## src/pkg/vic_pkg.sv

```systemverilog
/*
 * Package for the interpolated oscillator control block: register map,
 * field layout, reset values, bus carrier structs and modulator states.
 * Assumes an APB slave with 32-bit data and one word per register.
 */
`default_nettype none
package vic_pkg;

    // Register byte offsets
    localparam logic [11:0] VIC_OFF_CONTROL   = 12'h000;
    localparam logic [11:0] VIC_OFF_INPUT     = 12'h004;
    localparam logic [11:0] VIC_OFF_DIVIDER   = 12'h008;
    localparam int          VIC_ADDR_W        = 12;

    // Control register layout
    localparam int VIC_RUN_BIT   = 0;
    localparam int VIC_PREC_LSB  = 1;
    localparam int VIC_PREC_MSB  = 3;
    localparam int VIC_PREC_W    = 3;

    // Field widths and reset values
    localparam int              VIC_CODE_W      = 16;
    localparam logic [2:0]      VIC_PREC_RESET  = 3'h0;
    localparam logic [15:0]     VIC_CODE_RESET  = 16'h0000;
    localparam logic [15:0]     VIC_DIV_RESET   = 16'h0001;
    localparam logic [15:0]     VIC_DIV_ILLEGAL = 16'h0000;
    localparam logic [15:0]     VIC_DIV_SAFE    = 16'h0001;
    localparam logic [15:0]     VIC_CNT_ONE     = 16'h0001;
    localparam logic [4:0]      VIC_FULL_BITS   = 5'h10;
    localparam logic [31:0]     VIC_ZERO_WORD   = 32'h0000_0000;

    // Module clock is the bus clock halved
    localparam int VIC_MODCLK_DIV = 2;

    // APB request carrier
    typedef struct packed {
        logic                  psel;
        logic                  penable;
        logic                  pwrite;
        logic [VIC_ADDR_W-1:0] paddr;
        logic [31:0]           pwdata;
    } vic_apb_req_t;

    // APB answer carrier
    typedef struct packed {
        logic        pready;
        logic        pslverr;
        logic [31:0] prdata;
    } vic_apb_rsp_t;

    // Module-clock phase, Gray coded
    typedef enum logic [0:0] {
        VIC_PH_LOW  = 1'b0,
        VIC_PH_HIGH = 1'b1
    } vic_phase_t;

endpackage : vic_pkg
`default_nettype wire

```

## src/logic/vic_interp_ctrl.sv

```systemverilog
/*
 * Interpolated oscillator control: APB register file (control, input
 * code, divider) and a first-order noise-shaping modulator producing a
 * one-bit control stream at module clock / divider.
 * Assumes pclk is the CPU clock; the module clock is derived internally
 * as a one-in-two enable, so a single clock domain is kept.
 */
// The address map and the APB register port were chosen for this implementation.
//
// Contract
// Precision codes 1 to 7 select 15 down to 9 bits.
// Precision code 0, the reset value, selects 16 bits.
// Run bit is writable at any time.
// Run bit clear holds modulator in reset, output low.
// Run bit clear: control and divider writes accepted harmlessly.
// One write may change fields and set run together.
// Run bit set: divider and control fields ignore writes.
// Write clearing run keeps other fields unchanged.
// Interpolation and output happen only while running.
// Input code writes take effect only while running.
// Below 16 bits, only the top bits of the code count.
// Code in bits 15-0; bits 31-16 read zero.
// Rate clock is module clock (pclk/2) over divider.
// Software picks divider as rounded module clock over rate.
// Divider zero acts as one.
// Divider resets to one, upper half reads zero.
// Software supplies codes as they become available.
// Software enables: clear run, precision, divider, set run.
// One-bit modulator average equals selected code fraction.
// New code applies at the next rate-clock boundary.
`timescale 1ns/1ps
`default_nettype none
module vic_interp_ctrl
    import vic_pkg::*;
(
    input  wire logic              pclk,
    input  wire logic              presetn,
    input  wire vic_pkg::vic_apb_req_t apb_req,
    output var  vic_pkg::vic_apb_rsp_t apb_rsp,
    output logic                   oscillator_control_out
);
    import vic_pkg::*;

    // Register state
    logic                    run_reg;
    logic [VIC_PREC_W-1:0]   prec_reg;
    logic [VIC_CODE_W-1:0]   input_code_field_reg;
    logic [VIC_CODE_W-1:0]   divider_field_reg;
    logic [31:0]             rdata_reg;

    // Modulator state
    vic_phase_t              phase_reg;
    logic [VIC_CODE_W-1:0]   div_cnt_reg;
    logic [VIC_CODE_W-1:0]   code_apply_reg;
    logic [VIC_CODE_W-1:0]   accum_reg;
    logic                    out_reg;

    // Decoded controls
    logic                    wr_en;
    logic                    rd_en;
    logic                    hit_control;
    logic                    hit_input;
    logic                    hit_divider;
    logic [VIC_CODE_W-1:0]   div_eff;
    logic [VIC_CODE_W-1:0]   code_mask;
    logic [VIC_CODE_W-1:0]   code_sel;
    logic [4:0]              prec_bits;
    logic                    module_tick;
    logic                    rate_tick;
    logic [VIC_CODE_W:0]     accum_next;

    // Bus decode; zero-wait slave, writes strobe in the access phase, reads in the setup phase
    assign wr_en       = apb_req.psel && apb_req.penable && apb_req.pwrite;
    assign rd_en       = apb_req.psel && !apb_req.penable
                         && !apb_req.pwrite;
    assign hit_control = (apb_req.paddr == VIC_OFF_CONTROL);
    assign hit_input   = (apb_req.paddr == VIC_OFF_INPUT);
    assign hit_divider = (apb_req.paddr == VIC_OFF_DIVIDER);

    // Answer in the first access cycle; unmapped addresses flag an error
    always_comb begin
        apb_rsp.pready  = 1'b1;
        apb_rsp.pslverr = apb_req.psel && apb_req.penable
                          && !(hit_control || hit_input || hit_divider);
        apb_rsp.prdata  = rdata_reg;
    end

    // Run bit: writable whatever its current value
    always_ff @(posedge pclk or negedge presetn) begin
        if (!presetn) begin
            run_reg <= 1'b0;
        end else if (wr_en && hit_control) begin
            run_reg <= apb_req.pwdata[VIC_RUN_BIT];
        end
    end

    // Precision field: locked while running, even by a stopping write
    always_ff @(posedge pclk or negedge presetn) begin
        if (!presetn) begin
            prec_reg <= VIC_PREC_RESET;
        end else if (wr_en && hit_control && !run_reg) begin
            // Taken along with a run-setting write; see see
            prec_reg <= apb_req.pwdata[VIC_PREC_MSB:VIC_PREC_LSB];
        end // Else held; see see
    end

    // Divider: writable only while stopped
    always_ff @(posedge pclk or negedge presetn) begin
        if (!presetn) begin
            divider_field_reg <= VIC_DIV_RESET;
        end else if (wr_en && hit_divider && !run_reg) begin
            divider_field_reg <= apb_req.pwdata[VIC_CODE_W-1:0];
        end // Running writes dropped; see
    end

    // Input code: accepted only while running
    always_ff @(posedge pclk or negedge presetn) begin
        if (!presetn) begin
            input_code_field_reg <= VIC_CODE_RESET;
        end else if (wr_en && hit_input && run_reg) begin
            // Upper half discarded; see see
            input_code_field_reg <= apb_req.pwdata[VIC_CODE_W-1:0];
        end
    end

    // Read data captured in setup so it stands through the access phase
    always_ff @(posedge pclk or negedge presetn) begin
        if (!presetn) begin
            rdata_reg <= VIC_ZERO_WORD;
        end else if (rd_en) begin
            rdata_reg <= VIC_ZERO_WORD;
            if (hit_control) begin
                rdata_reg[VIC_RUN_BIT]               <= run_reg;
                rdata_reg[VIC_PREC_MSB:VIC_PREC_LSB] <= prec_reg;
            end else if (hit_input) begin
                rdata_reg[VIC_CODE_W-1:0] <= input_code_field_reg;
            end else if (hit_divider) begin
                rdata_reg[VIC_CODE_W-1:0] <= divider_field_reg;
            end
        end
    end

    // Zero divider is illegal and behaves as one
    assign div_eff = (divider_field_reg == VIC_DIV_ILLEGAL) ?
                     VIC_DIV_SAFE : divider_field_reg;

    // Precision code to bit count: 0 is 16, then one fewer per step
    assign prec_bits = VIC_FULL_BITS - {2'b00, prec_reg}; // see

    // Keep only the top prec_bits of the code
    assign code_mask = {VIC_CODE_W{1'b1}} << (VIC_FULL_BITS - prec_bits);
    assign code_sel  = input_code_field_reg & code_mask;

    // Module clock phase; a toggling enable instead of a derived clock
    always_ff @(posedge pclk or negedge presetn) begin
        if (!presetn) begin
            phase_reg <= VIC_PH_LOW;
        end else if (!run_reg) begin
            phase_reg <= VIC_PH_LOW;
        end else begin
            phase_reg <= (phase_reg == VIC_PH_LOW) ? VIC_PH_HIGH : VIC_PH_LOW;
        end
    end
    assign module_tick = (phase_reg == VIC_PH_HIGH);

    // Rate divider counts module-clock ticks
    assign rate_tick = module_tick && (div_cnt_reg >= div_eff);
    always_ff @(posedge pclk or negedge presetn) begin
        if (!presetn) begin
            div_cnt_reg <= VIC_CNT_ONE;
        end else if (!run_reg) begin
            div_cnt_reg <= VIC_CNT_ONE;
        end else if (module_tick) begin
            // Wraps to one, giving exactly div_eff ticks per period
            div_cnt_reg <= rate_tick ? VIC_CNT_ONE
                                     : div_cnt_reg + VIC_CNT_ONE;
        end
    end

    // Code latched only on a rate boundary so a period never splits
    always_ff @(posedge pclk or negedge presetn) begin
        if (!presetn) begin
            code_apply_reg <= VIC_CODE_RESET;
        end else if (!run_reg) begin
            code_apply_reg <= VIC_CODE_RESET;
        end else if (rate_tick) begin
            code_apply_reg <= code_sel;
        end
    end

    // First-order sigma-delta: carry out is the output bit
    // Carry lives only in accum_next; the register keeps the low word
    assign accum_next = {1'b0, accum_reg} + {1'b0, code_apply_reg};
    always_ff @(posedge pclk or negedge presetn) begin
        if (!presetn) begin
            accum_reg <= '0;
        end else if (!run_reg) begin
            accum_reg <= '0;
        end else if (rate_tick) begin
            accum_reg <= accum_next[VIC_CODE_W-1:0];
        end
    end

    // Output bit registered; low from the cycle after run clears
    always_ff @(posedge pclk or negedge presetn) begin
        if (!presetn) begin
            out_reg <= 1'b0;
        end else if (!run_reg) begin
            out_reg <= 1'b0;
        end else if (rate_tick) begin
            out_reg <= accum_next[VIC_CODE_W]; // see
        end
    end
    assign oscillator_control_out = out_reg;

endmodule : vic_interp_ctrl
`default_nettype wire

```

## config.mk

```make
export PLATFORM = sky130hd
export DESIGN_NAME = vic_interp_ctrl
export DESIGN_NICKNAME = d
export VERILOG_FILES = /design/src/pkg/vic_pkg.sv /design/src/logic/vic_interp_ctrl.sv
export SDC_FILE = /design/constraint.sdc
export NUM_CORES = 1
export LEC_CHECK = 0
export BUFFER_PORTS_ARGS = -buffer_cell sky130_fd_sc_hd__buf_2
export CAP_MARGIN = 20
export CORE_ASPECT_RATIO = 0.8
export CORE_MARGIN = 2
export CORE_UTILIZATION = 55
export CTS_BUF_LIST = sky130_fd_sc_hd__clkbuf_16
export DETAILED_ROUTE_END_ITERATION = 7
export GPL_TIMING_DRIVEN = 1
export PLACE_DENSITY_LB_ADDON = 0.3
export SYNTH_ARGS = -nofsm -noshare
export SYNTH_HDL_FRONTEND = slang
export SYNTH_SLANG_ARGS = --single-unit
export TNS_END_PERCENT = 30
```

## constraint.sdc

```tcl
create_clock -name pclk -period 8.01 [get_ports pclk]
set_clock_uncertainty 0.2 [all_clocks]
set_input_delay 0.4005 -clock pclk [delete_from_list [all_inputs] [get_ports pclk]]
set_output_delay 0.4005 -clock pclk [all_outputs]
set_load 0.01 [all_outputs]
```

## Yosys cells after proc, flatten, opt, wreduce, memory -nomap -nowiden

Cells that the tools add are included.

- Memory bits (read-only): 0
- Output and inout bits: 35
- Register bits: 102
- Memory bits (writable): 0
- Input port bits: 49
- Bits in latches: 0
- Word-level logic and storage cells: 57
- Memories: 0

- Muxes and demuxes: 16
- Eq/ne operators: 4
- Bitwise logic cells: 1
- Add/sub/neg operators: 4
- Multipliers: 0
- Shift operators: 1
- Div/mod/pow operators: 0
- Magnitude comparators: 1
- Reductions and logical operators: 20

Operators by type and width:

| kind | count |
|---|---|
| 2-to-1 mux 16 bit | 10 |
| adder 16 x 16 -> 17 bit | 1 |
| adder 16 x 1 -> 16 bit, second input constant | 1 |
| AND 16 bit | 1 |
| >= comparator 16 bit | 1 |
| zero test 16 bit | 1 |
| << shifter 16 x 5 -> 16 bit, first input constant | 1 |
| equality test 12 x 3 -> 1 bit, second input constant | 1 |
| equality test 12 x 4 -> 1 bit, second input constant | 1 |
| logical AND 1 bit | 12 |
| zero test 12 bit | 1 |
| 2-to-1 mux 12 bit | 1 |
| subtractor 5 x 3 -> 5 bit, first input constant | 1 |
| subtractor 5 bit, first input constant | 1 |
| zero test 1 bit | 4 |
| 2-to-1 mux 1 bit | 4 |
| 2-to-1 mux 4 bit | 1 |
| != test 2 x 1 -> 1 bit, second input constant | 2 |
| logical OR 1 bit | 2 |

## Longest topological paths before layout

Gate-level depths: netlist of run 1.

- Depth in word-level cells: 7
- Depth in mapped cells: 12
- Mapped depth without buffers: 10

## Least setup slack after synthesis of run 1

No wires, ideal clock.

- Path type: flip-flop to flip-flop
- Start: reg divider_field_reg[8]
- End: reg accum_reg[11]
- Data required time: 7.693 ns
- Library setup time: 0.117 ns
- Cell stages (with the launch flop): 13
- Buffers on the path: 2
- Period minus slack after synthesis: 2.611 ns
- Path slack: 5.399 ns
- Arrival: 2.294 ns
- Cell sequence: dfrtp_1 -> nor4_1 -> a41o_1 -> ha_1 -> nand2b_1 -> a31oi_1 -> o21ai_0 -> a211o_1 -> and2_1 -> clkbuf_1 -> buf_2 -> nand3_1 -> nand2_1

- Longest elaborated chain between the ends: 5

Ends and longest elaborated chain:

| what | RTL line | source |
|---|---|---|
| start: declaration | vic_interp_ctrl.sv:48 | `logic [VIC_CODE_W-1:0] divider_field_reg;` |
| start signal: assignment | vic_interp_ctrl.sv:112 | `divider_field_reg <= apb_req.pwdata[VIC_CODE_W-1:0];` |
| zero test 16 bit | vic_interp_ctrl.sv:144 | `assign div_eff = (divider_field_reg == VIC_DIV_ILLEGAL) ?` |
| 2-to-1 mux 16 bit (*) | vic_interp_ctrl.sv:144 |  |
| >= comparator 16 bit (*) | vic_interp_ctrl.sv:167 | `assign rate_tick = module_tick && (div_cnt_reg >= div_eff);` |
| logical AND 1 bit (*) | vic_interp_ctrl.sv:167 |  |
| != test 2 x 1 -> 1 bit (no line) (*) | n/a |  |
| end signal: assignment | vic_interp_ctrl.sv:200 | `accum_reg <= accum_next[VIC_CODE_W-1:0];` |
| end: declaration | vic_interp_ctrl.sv:55 | `logic [VIC_CODE_W-1:0] accum_reg;` |

Every way passes the cells marked *; elsewhere a longest branch is shown, timed or not.
A chain may end at the register's enable or synchronous reset.

## Worst setup path in the final report of run 1

- Start: reg divider_field_reg[8]
- End: reg accum_reg[10]

Same word-level chain as after synthesis.

==> results of run 1 <==
worst min path at each step:
stage / to / cells after the start / slack, ns
floorplan: accum_reg[0] / 0 / -0.1
CTS: divider_field_reg[7] / 3 / 0.07
detailed placement: rdata_reg[12] / 1 / 0.14
finish: divider_field_reg[7] / 3 / 0.08
global route: divider_field_reg[5] / 3 / 0.09
global placement: rdata_reg[11] / 1 / 0.13
cell usage in the layout (no fill, tap or decap), types with 7 or more instances in the layout:
master / count
mux2_2: 21
xor2_1: 18
xnor2_1: 7
a21oi_1: 23
clkbuf_16: 9
buf_2: 49
dfrtp_1: 100
nand3_1: 37
inv_1: 24
a22oi_1: 12
o21ai_0: 51
conb_1: 17
nor2_1: 24
buf_4: 8
ha_1: 33
nand2_1: 107
critical path, delay by kind of cell (launching register included):
kind,cells,cell delay [ns]
DFF,1,0.39
buffers and inverters,1,0.31
adders and majority gates,1,0.23
and+or+nand+nor,4,1.18
AOI/OAI and AO/OA,5,1.13
cell families (layout without fill, tap and decap cells):
group	Yosys count	after routing	synth area share
AO/OA/AOI/OAI	118	118	0.134
XOR/XNOR	25	25	0.0399
adder cells (fa/ha/maj)	34	34	0.0788
buffers and inverters	63	98	0.0570
flip-flops	102	102	0.465
multiplexers	23	23	0.0467
other	2	17	0.00137
AND/OR/NAND/NOR	211	211	0.177
power by group:
part / internal, W / total, W / switching (W)
sequential: 0.000517 / 0.000518 / 0.00000107
clock: 0.000237 / 0.000421 / 0.000184
combinational: 0.0000100 / 0.0000362 / 0.0000262
stage by stage:
stage	hold WS, ns	setup WS (ns)	area [µm²]
4_1_cts	0.0735	4.47	6080
5_1_grt	0.0869	4.19	6100
3_5_place_dp	0.138	4.50	5790
2_1_floorplan	-0.0951	5.40	5550
6_report	0.0847	4.44	6100
3_3_place_gp	0.132	4.49	5790
cell type report:
cell class | instances | area, µm² | area share
inverter | 23 | 86.3 | 0.0142
clock buffer | 9 | 225 | 0.0369
sequential | 102 | 2550 | 0.419
timing repair buffer | 59 | 327 | 0.0535
tap | 136 | 170 | 0.0279
clock inverter | 7 | 56.3 | 0.00923
multi-input combinational | 428 | 2680 | 0.439
per-layer routing:
layer  wire length, µm  share of wire
met5                 0              0
met4               207          0.017
met3               716          0.060
met2              5610           0.47
met1              5390           0.45
==> results.py, run 1 <==
metrics = {
    "run_status": {
        "outcome": "finished, final reports clean",
    },
    "min_path": {
        "hp-start": "apb_req[7]",
        "hold_class": "in -> reg",
    },
    "global_route": {
        "antenna_found_initial": 0,
        "grt_util_met1": 0.318,
        "grt_use_total": 0.241,
        "grt_pass1_wl_um": 20100,
        "use_met2": 0.392,
        "grt_use_met3": 0.0596,
        "top_usage_layer": "met2",
        "grt_max_degree": 78,
        "first_global_vias": 4225,
        "overflow": 0,
    },
    "logic_synthesis": {
        "yosysSeqAreaShare": 0.465,
        "ys_types": 51,
        "synth_top_cell_by_area": "dfrtp_1",
        "synth_async_sr_flop_share": 1.00,
        "synth_most_common_cell": "nand2_1",
        "synth_top_cell_area_share": 0.456,
        "ys_top_cells_by_area": "dfrtp_1 (46%), ha_1 (7.5%), nand2_1 (7.3%)",
        "synthTopCellsByCount": "nand2_1 (107), dfrtp_1 (100), o21ai_0 (51)",
        "synth_area_per_cell_um2": 9.50,
        "synth_seq_cells": 102,
        "synth_cells": 578,
        "yosys_warnings": 0,
        "syn_area_um2": 5490,
        "yosys_most_used_dff": "dfrtp_1",
        "synth_edf_count": 0,
    },
    "worst_setup_path": {
        "crit_chain": "nor4_1, a41o_1, ha_1, nand2b_1, a31oi_1, o21ai_0, a211o_1, and2_1, buf_4, nand2_1, o21ai_0",
        "crit_top_cell": "o21ai_0",
        "critPathCapture": "accum_reg[10]",
        "r2r-end": "accum_reg[10]",
        "cp.arrival_ns": 3.59,
        "r2r-start": "divider_field_reg[8]",
        "crit_path_start_kind": "flip-flop",
        "critPathMaxFanout": 23,
        "critPathMaxStageDelay_ns": 0.48,
        "cpMaxStageDelayCell": "nor4_1",
        "rrSetupSlack_ns": 4.44,
        "cp-end-kind": "flip-flop",
        "r2r_cells": 11,
        "crit_required_ns": 8.03,
        "critical_path.startpoint": "divider_field_reg[8]",
        "crit_type": "reg -> reg",
    },
    "clocking": {
        "cts_resized": 0,
        "htree_levels": 3,
        "clkSinkCount": 102,
        "cts_hold_buf": 1,
        "cts_inserted_buffers": 9,
        "cts_buffer_depth": 2,
        "root_buffer": "clkbuf_16",
        "cts_tree": "yes",
        "clk_latency_ns": 0.35,
        "cts_setup_buffers": 0,
        "clkTransAtPathRegs_ns": 0.07,
    },
    "placed_design": {
        "dp_hpwl_um": 8650,
        "dp_cells": 745,
        "port_buffers": 50,
        "gp_congestion": 0.860,
    },
    "routing": {
        "drtIter0Drc": 292,
        "viasPerCell": 5.66,
        "vias": 4328,
        "drc": 0,
        "antenna_left": 0,
        "drt_pass1_iterations": 5,
        "wl_per_cell_um": 15.6,
        "wl_um": 11900,
    },
    "timing": {
        "tns_ns": 0,
        "relSlewSlack": 0.363,
        "tightestPinTransition_ns": 0.956,
        "period_share": 0.445,
        "min_period_ns": 3.57,
        "final-setup-viol-count": 0,
        "rsz0062_at_grt": "false",
        "fmax_ghz": 0.280,
        "drv_slew": 0,
        "hold_violations": 0,
    },
    "cells_and_area": {
        "drive_gt1_frac": 0.162,
        "final_nets": 706,
        "fin_cells": 764,
        "final_core_util": 0.630,
        "fill_cells": 811,
        "antenna_cells": 0,
        "area_growth_pct": 11.1,
    },
    "floorplan": {
        "core_um2": 9690,
        "die_w_um": 116,
        "row_count": 32,
        "initial_utilization": 0.567,
        "dieArea_um2": 10800,
        "ioPinCount": 84,
        "die_y_um": 93.4,
    },
    "pwr": {
        "irDropWorstVdd_mv": 0.140,
        "power.density_nw_per_um2": 160,
        "p_total_w": 0.000975,
        "p_leak_nw": 3.15,
    },
    "flow_run": {
        "max_cap_viol_count": 0,
    },
}
Power figures use the tool's default switching activity.
==> inputs of run 2 (changes only) <==
--- a/config.mk
+++ b/config.mk
@@ -9,7 +9,7 @@
 export CAP_MARGIN = 20
 export CORE_ASPECT_RATIO = 0.8
 export CORE_MARGIN = 2
-export CORE_UTILIZATION = 55
+export CORE_UTILIZATION = 52
 export CTS_BUF_LIST = sky130_fd_sc_hd__clkbuf_16
 export DETAILED_ROUTE_END_ITERATION = 7
 export GPL_TIMING_DRIVEN = 1
==> constraint.sdc (replaced) <==
create_clock -name pclk -period 3.2 [get_ports pclk]
set_clock_uncertainty 0.2 [all_clocks]
set_input_delay 0.16 -clock pclk [delete_from_list [all_inputs] [get_ports pclk]]
set_output_delay 0.16 -clock pclk [all_outputs]
set_load 0.01 [all_outputs]
==> run 2 against run 1 <==
Total power grew to 2.5 times the previous value. Core utilization down 0.76 points. Fmax rose by 18%. Via count up 0.72%. Clock power rose by 150%. Critical path type unchanged. Largest cell class unchanged.
==> results.py, run 2 (synthesized netlist as in run 1, its figures left out) <==
metrics = {
    "cells_and_area": {
        "final_common_cell": "nand2_1",
        "fin_cells": 794,
        "area_growth_pct": 16.4,
        "final_nets": 732,
        "antenna_cells": 0,
        "fill_cells": 860,
        "drive_gt1_frac": 0.171,
        "final_cell_mix": "nand2_1 (105), dfrtp_1 (100), o21ai_0 (51), buf_2 (49), nand3_1 (37)",
        "design_area_um2": 6390,
    },
    "placed_design": {
        "dp_cells": 758,
        "dp_hpwl_um": 8850,
        "preCtsSetupSlack_ns": 0.117,
        "port_buffers": 50,
        "placed_cell_area_um2": 5890,
        "gp_congestion": 0.855,
    },
    "min_path": {
        "hold_depth": 4,
        "hold_end": "rdata_reg[3]",
        "hp-start": "apb_req[45]",
        "hold_class": "in -> reg",
    },
    "worst_setup_path": {
        "cp.arrival_ns": 3.04,
        "crit_top_cell": "buf_4",
        "critPathMaxFanout": 10,
        "crit_type": "reg -> reg",
        "crit_path_start_kind": "flip-flop",
        "r2r_cells": 12,
        "cp-end-kind": "flip-flop",
        "cpMaxStageDelayCell": "dfrtp_1",
        "crit_required_ns": 3.23,
        "rrSetupSlack_ns": 0.18,
        "critical_path.startpoint": "divider_field_reg[8]",
        "r2r-start": "divider_field_reg[8]",
        "critPathMaxStageDelay_ns": 0.40,
        "cp_top_family": "compound AO/OA/AOI/OAI gates",
        "r2r-end": "accum_reg[11]",
        "crit_chain": "nor4_2, buf_4, a41o_1, ha_1, nand2b_1, a31oi_1, o21ai_0, a211o_1, and2_1, buf_4, nand3_1, nand2_1",
        "cp_num_buf_inv": 2,
    },
    "floorplan": {
        "die_w_um": 119,
        "core_um2": 10300,
        "row_count": 33,
        "initial_utilization": 0.534,
        "die_y_um": 95.9,
        "ioPinCount": 84,
        "dieArea_um2": 11400,
    },
    "global_route": {
        "grt_use_total": 0.232,
        "overflow": 0,
        "grt_max_degree": 57,
        "antenna_found_initial": 0,
        "grt_pass1_wl_um": 20700,
        "first_global_vias": 4330,
    },
    "clocking": {
        "cts_tree": "yes",
        "clk_latency_ns": 0.34,
        "root_buffer": "clkbuf_16",
        "clkSinkCount": 102,
        "clkTransAtPathRegs_ns": 0.07,
        "cts_inserted_buffers": 9,
        "cts_buffer_depth": 2,
        "htree_levels": 3,
    },
    "timing": {
        "relSlewSlack": 0.589,
        "drv_slew": 0,
        "min_period_ns": 3.02,
        "rsz0062_at_grt": "false",
        "setup_ws_ns": 0.185,
        "fmax_ghz": 0.332,
        "hold_violations": 0,
        "period_share": 0.942,
        "tightestPinTransition_ns": 0.617,
        "final-setup-viol-count": 0,
        "tns_ns": 0,
    },
    "routing": {
        "antenna_left": 0,
        "vias": 4359,
        "wl_per_cell_um": 15.5,
        "viasPerCell": 5.49,
        "wl_um": 12300,
        "drt_pass1_iterations": 5,
        "drc": 0,
        "drtIter0Drc": 336,
    },
    "flow_run": {
        "max_cap_viol_count": 0,
    },
    "pwr": {
        "p_total_w": 0.00246,
        "p_leak_nw": 3.27,
        "irDropWorstVdd_mv": 0.272,
        "power.density_nw_per_um2": 384,
    },
    "run_status": {
        "outcome": "finished, final reports clean",
    },
}
## run 2: changes by cell type in the layout (fill, tap and decap cells not counted)
cell	delta
clkinv_1	+2
dlygate4sd3_1	+18
clkbuf_16	+1
nor4_1	-1
buf_4	+6
buf_6	-1
buf_12	+2
nand2_1	-2
clkinv_2	-1
nand2_2	+2
inv_1	-1
nor4_2	+1
## run 2: per-layer routing
| metal | share of wire | global-route usage |
|---|---|---|
| met5 | 0 | 0 |
| met4 | 0.018 | 0.0645 |
| met3 | 0.056 | 0.0486 |
| met2 | 0.47 | 0.396 |
| met1 | 0.46 | 0.303 |
## run 2: power by group
part	internal, W	switching [W]
clock network	0.000593	0.000456
registers	0.00129	0.00000307
logic	0.0000422	0.0000690
## run 2: final cells by class
| type | count | area, µm² | area share |
|---|---|---|---|
| Multi-Input combinational cell | 428 | 2690 | 0.421 |
| Sequential cell | 102 | 2550 | 0.400 |
| Timing Repair Buffer | 85 | 606 | 0.0947 |
| Clock buffer | 9 | 225 | 0.0352 |
| Tap cell | 140 | 175 | 0.0274 |
| Inverter | 23 | 86.3 | 0.0135 |
| Clock inverter | 7 | 55.1 | 0.00861 |
## run 2: what timing repair did
action,CTS,global route
hold buffers,19,0
resized for setup,0,3
buffers inserted,0,0
endpoints found under the setup margin,0,35
endpoints found under the hold margin,82,0
## run 2: worst min-delay path, stage by stage
cell	delay [ns]
buf_2	0.11
nor2_1	0.07
a21oi_1	0.14
a21oi_1	0.05
## run 2: through the flow
step,hold WS (ns),util
after floorplan,-0.336,-
after global placement,0.00482,0.573
after detailed placement,0.0128,0.573
after CTS,0.00647,0.618
after global routing,0.0714,0.622
final,0.0172,0.622
## run 2: how the worst max path moves through the flow
| stage | end | slack (ns) | cells after the start |
|---|---|---|---|
| after detailed placement | accum_reg[7] | 0.12 | 11 |
| after CTS | accum_reg[10] | 0.08 | 11 |
| after floorplan | accum_reg[11] | 0.59 | 12 |
| after global routing | code_apply_reg[6] | 0.04 | 13 |
| final | accum_reg[11] | 0.18 | 12 |
| after global placement | accum_reg[6] | 0.24 | 11 |
==> inputs of run 3 (changes only) <==
--- a/config.mk
+++ b/config.mk
@@ -9,7 +9,7 @@
 export CAP_MARGIN = 20
 export CORE_ASPECT_RATIO = 0.8
 export CORE_MARGIN = 2
-export CORE_UTILIZATION = 52
+export CORE_UTILIZATION = 45
 export CTS_BUF_LIST = sky130_fd_sc_hd__clkbuf_16
 export DETAILED_ROUTE_END_ITERATION = 7
 export GPL_TIMING_DRIVEN = 1
==> run 3 against run 2 <==
Sequential share of layout area barely moved. Setup slack improved by 0.022 ns. Core utilization fell by 9.1 points. First-iteration DRC count fell by 39%. Clock power fell by 4%. Routed wire length barely moved. Cell area barely moved. Global-route usage fell by 2.4 points. Largest power group unchanged. Highest routed layer unchanged.
==> results.py, run 3 (synthesized netlist as in run 1, its figures left out) <==
metrics = {
    "routing": {
        "drc": 0,
        "vias": 4361,
        "viasPerCell": 5.41,
        "wl_um": 12300,
        "drtIter0Drc": 206,
        "drt_pass1_iterations": 5,
        "wl_per_cell_um": 15.3,
        "antenna_left": 0,
    },
    "cells_and_area": {
        "drive_gt1_frac": 0.174,
        "fill_cells": 1097,
        "final_common_cell": "nand2_1",
        "final_nets": 732,
        "final_cell_mix": "nand2_1 (106), dfrtp_1 (100), o21ai_0 (50), buf_2 (49), nand3_1 (37)",
        "area_growth_pct": 16.3,
        "antenna_cells": 0,
    },
    "pwr": {
        "power.density_nw_per_um2": 379,
        "irDropWorstVdd_mv": 0.256,
        "p_leak_nw": 3.27,
    },
    "clocking": {
        "cts_tree": "yes",
        "clk_latency_ns": 0.35,
        "root_buffer": "clkbuf_16",
        "clkTransAtPathRegs_ns": 0.07,
        "cts_inserted_buffers": 9,
        "cts_buffer_depth": 2,
        "clkSinkCount": 102,
        "htree_levels": 3,
        "cts_setup_buffers": 0,
    },
    "flow_run": {
        "max_cap_viol_count": 0,
    },
    "placed_design": {
        "dp_hpwl_um": 9100,
        "port_buffers": 50,
        "gp_congestion": 0.869,
    },
    "worst_setup_path": {
        "crit_type": "reg -> reg",
        "crit_required_ns": 3.25,
        "critPathMaxFanout": 11,
        "cp-end-kind": "flip-flop",
        "rrSetupSlack_ns": 0.21,
        "r2r-start": "divider_field_reg[8]",
        "r2r-end": "code_apply_reg[0]",
        "crit_path_start_kind": "flip-flop",
        "cp.arrival_ns": 3.04,
        "r2r_cells": 12,
        "critical_path.startpoint": "divider_field_reg[8]",
    },
    "floorplan": {
        "ioPinCount": 84,
        "die_w_um": 128,
        "row_count": 36,
        "initial_utilization": 0.457,
        "dieArea_um2": 13100,
        "die_y_um": 103,
        "core_um2": 12000,
    },
    "timing": {
        "whs_ns": 0.0558,
        "drv_slew": 0,
        "tns_ns": 0,
        "fmax_ghz": 0.334,
        "rsz0062_at_grt": "false",
        "tightestPinTransition_ns": 0.763,
        "hold_violations": 0,
        "final-setup-viol-count": 0,
        "relSlewSlack": 0.491,
        "period_share": 0.936,
        "min_period_ns": 2.99,
    },
    "global_route": {
        "grt_pass1_wl_um": 21400,
        "antenna_found_initial": 0,
        "grt_use_total": 0.207,
        "first_global_vias": 4488,
        "grt_max_degree": 62,
        "overflow": 0,
    },
    "min_path": {
        "hp-start": "apb_req[35]",
        "hold_end": "rdata_reg[2]",
        "hold_class": "in -> reg",
        "hold_depth": 4,
    },
    "run_status": {
        "outcome": "finished, final reports clean",
    },
}
## run 3: changes by cell type in the layout (fill, tap and decap cells not counted), sizes merged
| cell | delta |
|---|---|
| inv | +2 |
| clkbuf | -1 |
| clkinv | -3 |
| clkinvlp | +2 |
| bufinv | -1 |
| dlygate4sd3 | +1 |
## run 3: power by group
group / internal (W) / switching [W] / total, W
Clock: 0.000529 / 0.000486 / 0.00101
Combinational: 0.0000419 / 0.0000692 / 0.000111
Sequential: 0.00129 / 0.00000341 / 0.00130
## run 3: critical path, stage by stage, from the launching register on
cell and delay [ns]:
dfrtp_1 0.42, nor4_4 0.31, buf_4 0.16, a41o_1 0.18
ha_1 0.22, nand2b_1 0.15, a31oi_2 0.19, o21ai_1 0.12
a211o_1 0.33, and2_2 0.25, buf_4 0.19, nand4b_1 0.11
nand2_1 0.06
## run 3: how the worst max path moves through the flow
stage / end / cells after the start / slack [ns]
after floorplan: accum_reg[11] / 12 / 0.59
after global placement: accum_reg[6] / 11 / 0.12
after detailed placement: accum_reg[6] / 11 / 0.11
after CTS: accum_reg[6] / 11 / 0.08
after global routing: accum_reg[9] / 12 / 0.04
final: code_apply_reg[0] / 12 / 0.21
## run 3: what timing repair did
| item | CTS | global route |
|---|---|---|
| endpoints found under the hold margin | 95 | 0 |
| resized for setup | 0 | 6 |
| setup endpoints to repair | 0 | 48 |
| hold buffers | 20 | 0 |
## run 3: per-stage QoR
| stage | instances | total power [W] | setup WS [ns] | util | cell area (µm²) |
|---|---|---|---|---|---|
| after detailed placement | 770 | 0.00141 | 0.113 | 0.490 | 5890 |
| after global placement | 770 | 0.00141 | 0.121 | 0.490 | 5890 |
| final | 806 | 0.00242 | 0.206 | 0.531 | 6390 |
| after global routing | 806 | 0.00252 | 0.0384 | 0.531 | 6390 |
| after CTS | 806 | 0.00245 | 0.0754 | 0.529 | 6360 |
| after floorplan | 593 | 0.00137 | 0.589 | - | 5550 |
## run 3: layer usage
| layer | global-route usage | vias up | routed length [µm] |
|---|---|---|---|
| met5 | 0 | - | 0 |
| met4 | 0.0668 | 0 | 240 |
| met3 | 0.0467 | 18 | 739 |
| met2 | 0.338 | 125 | 5610 |
| met1 | 0.278 | 2089 | 5720 |
| li1 | - | 2129 | - |
## run 3: final cells by class
cell class,count,area (µm²),share of cell area
tap,152,190,0.0298
clock buffer,9,225,0.0353
multi-input combinational,428,2710,0.423
sequential,102,2550,0.400
inverter,23,86.3,0.0135
clock inverter,7,48.8,0.00764
timing repair buffer,85,578,0.0905
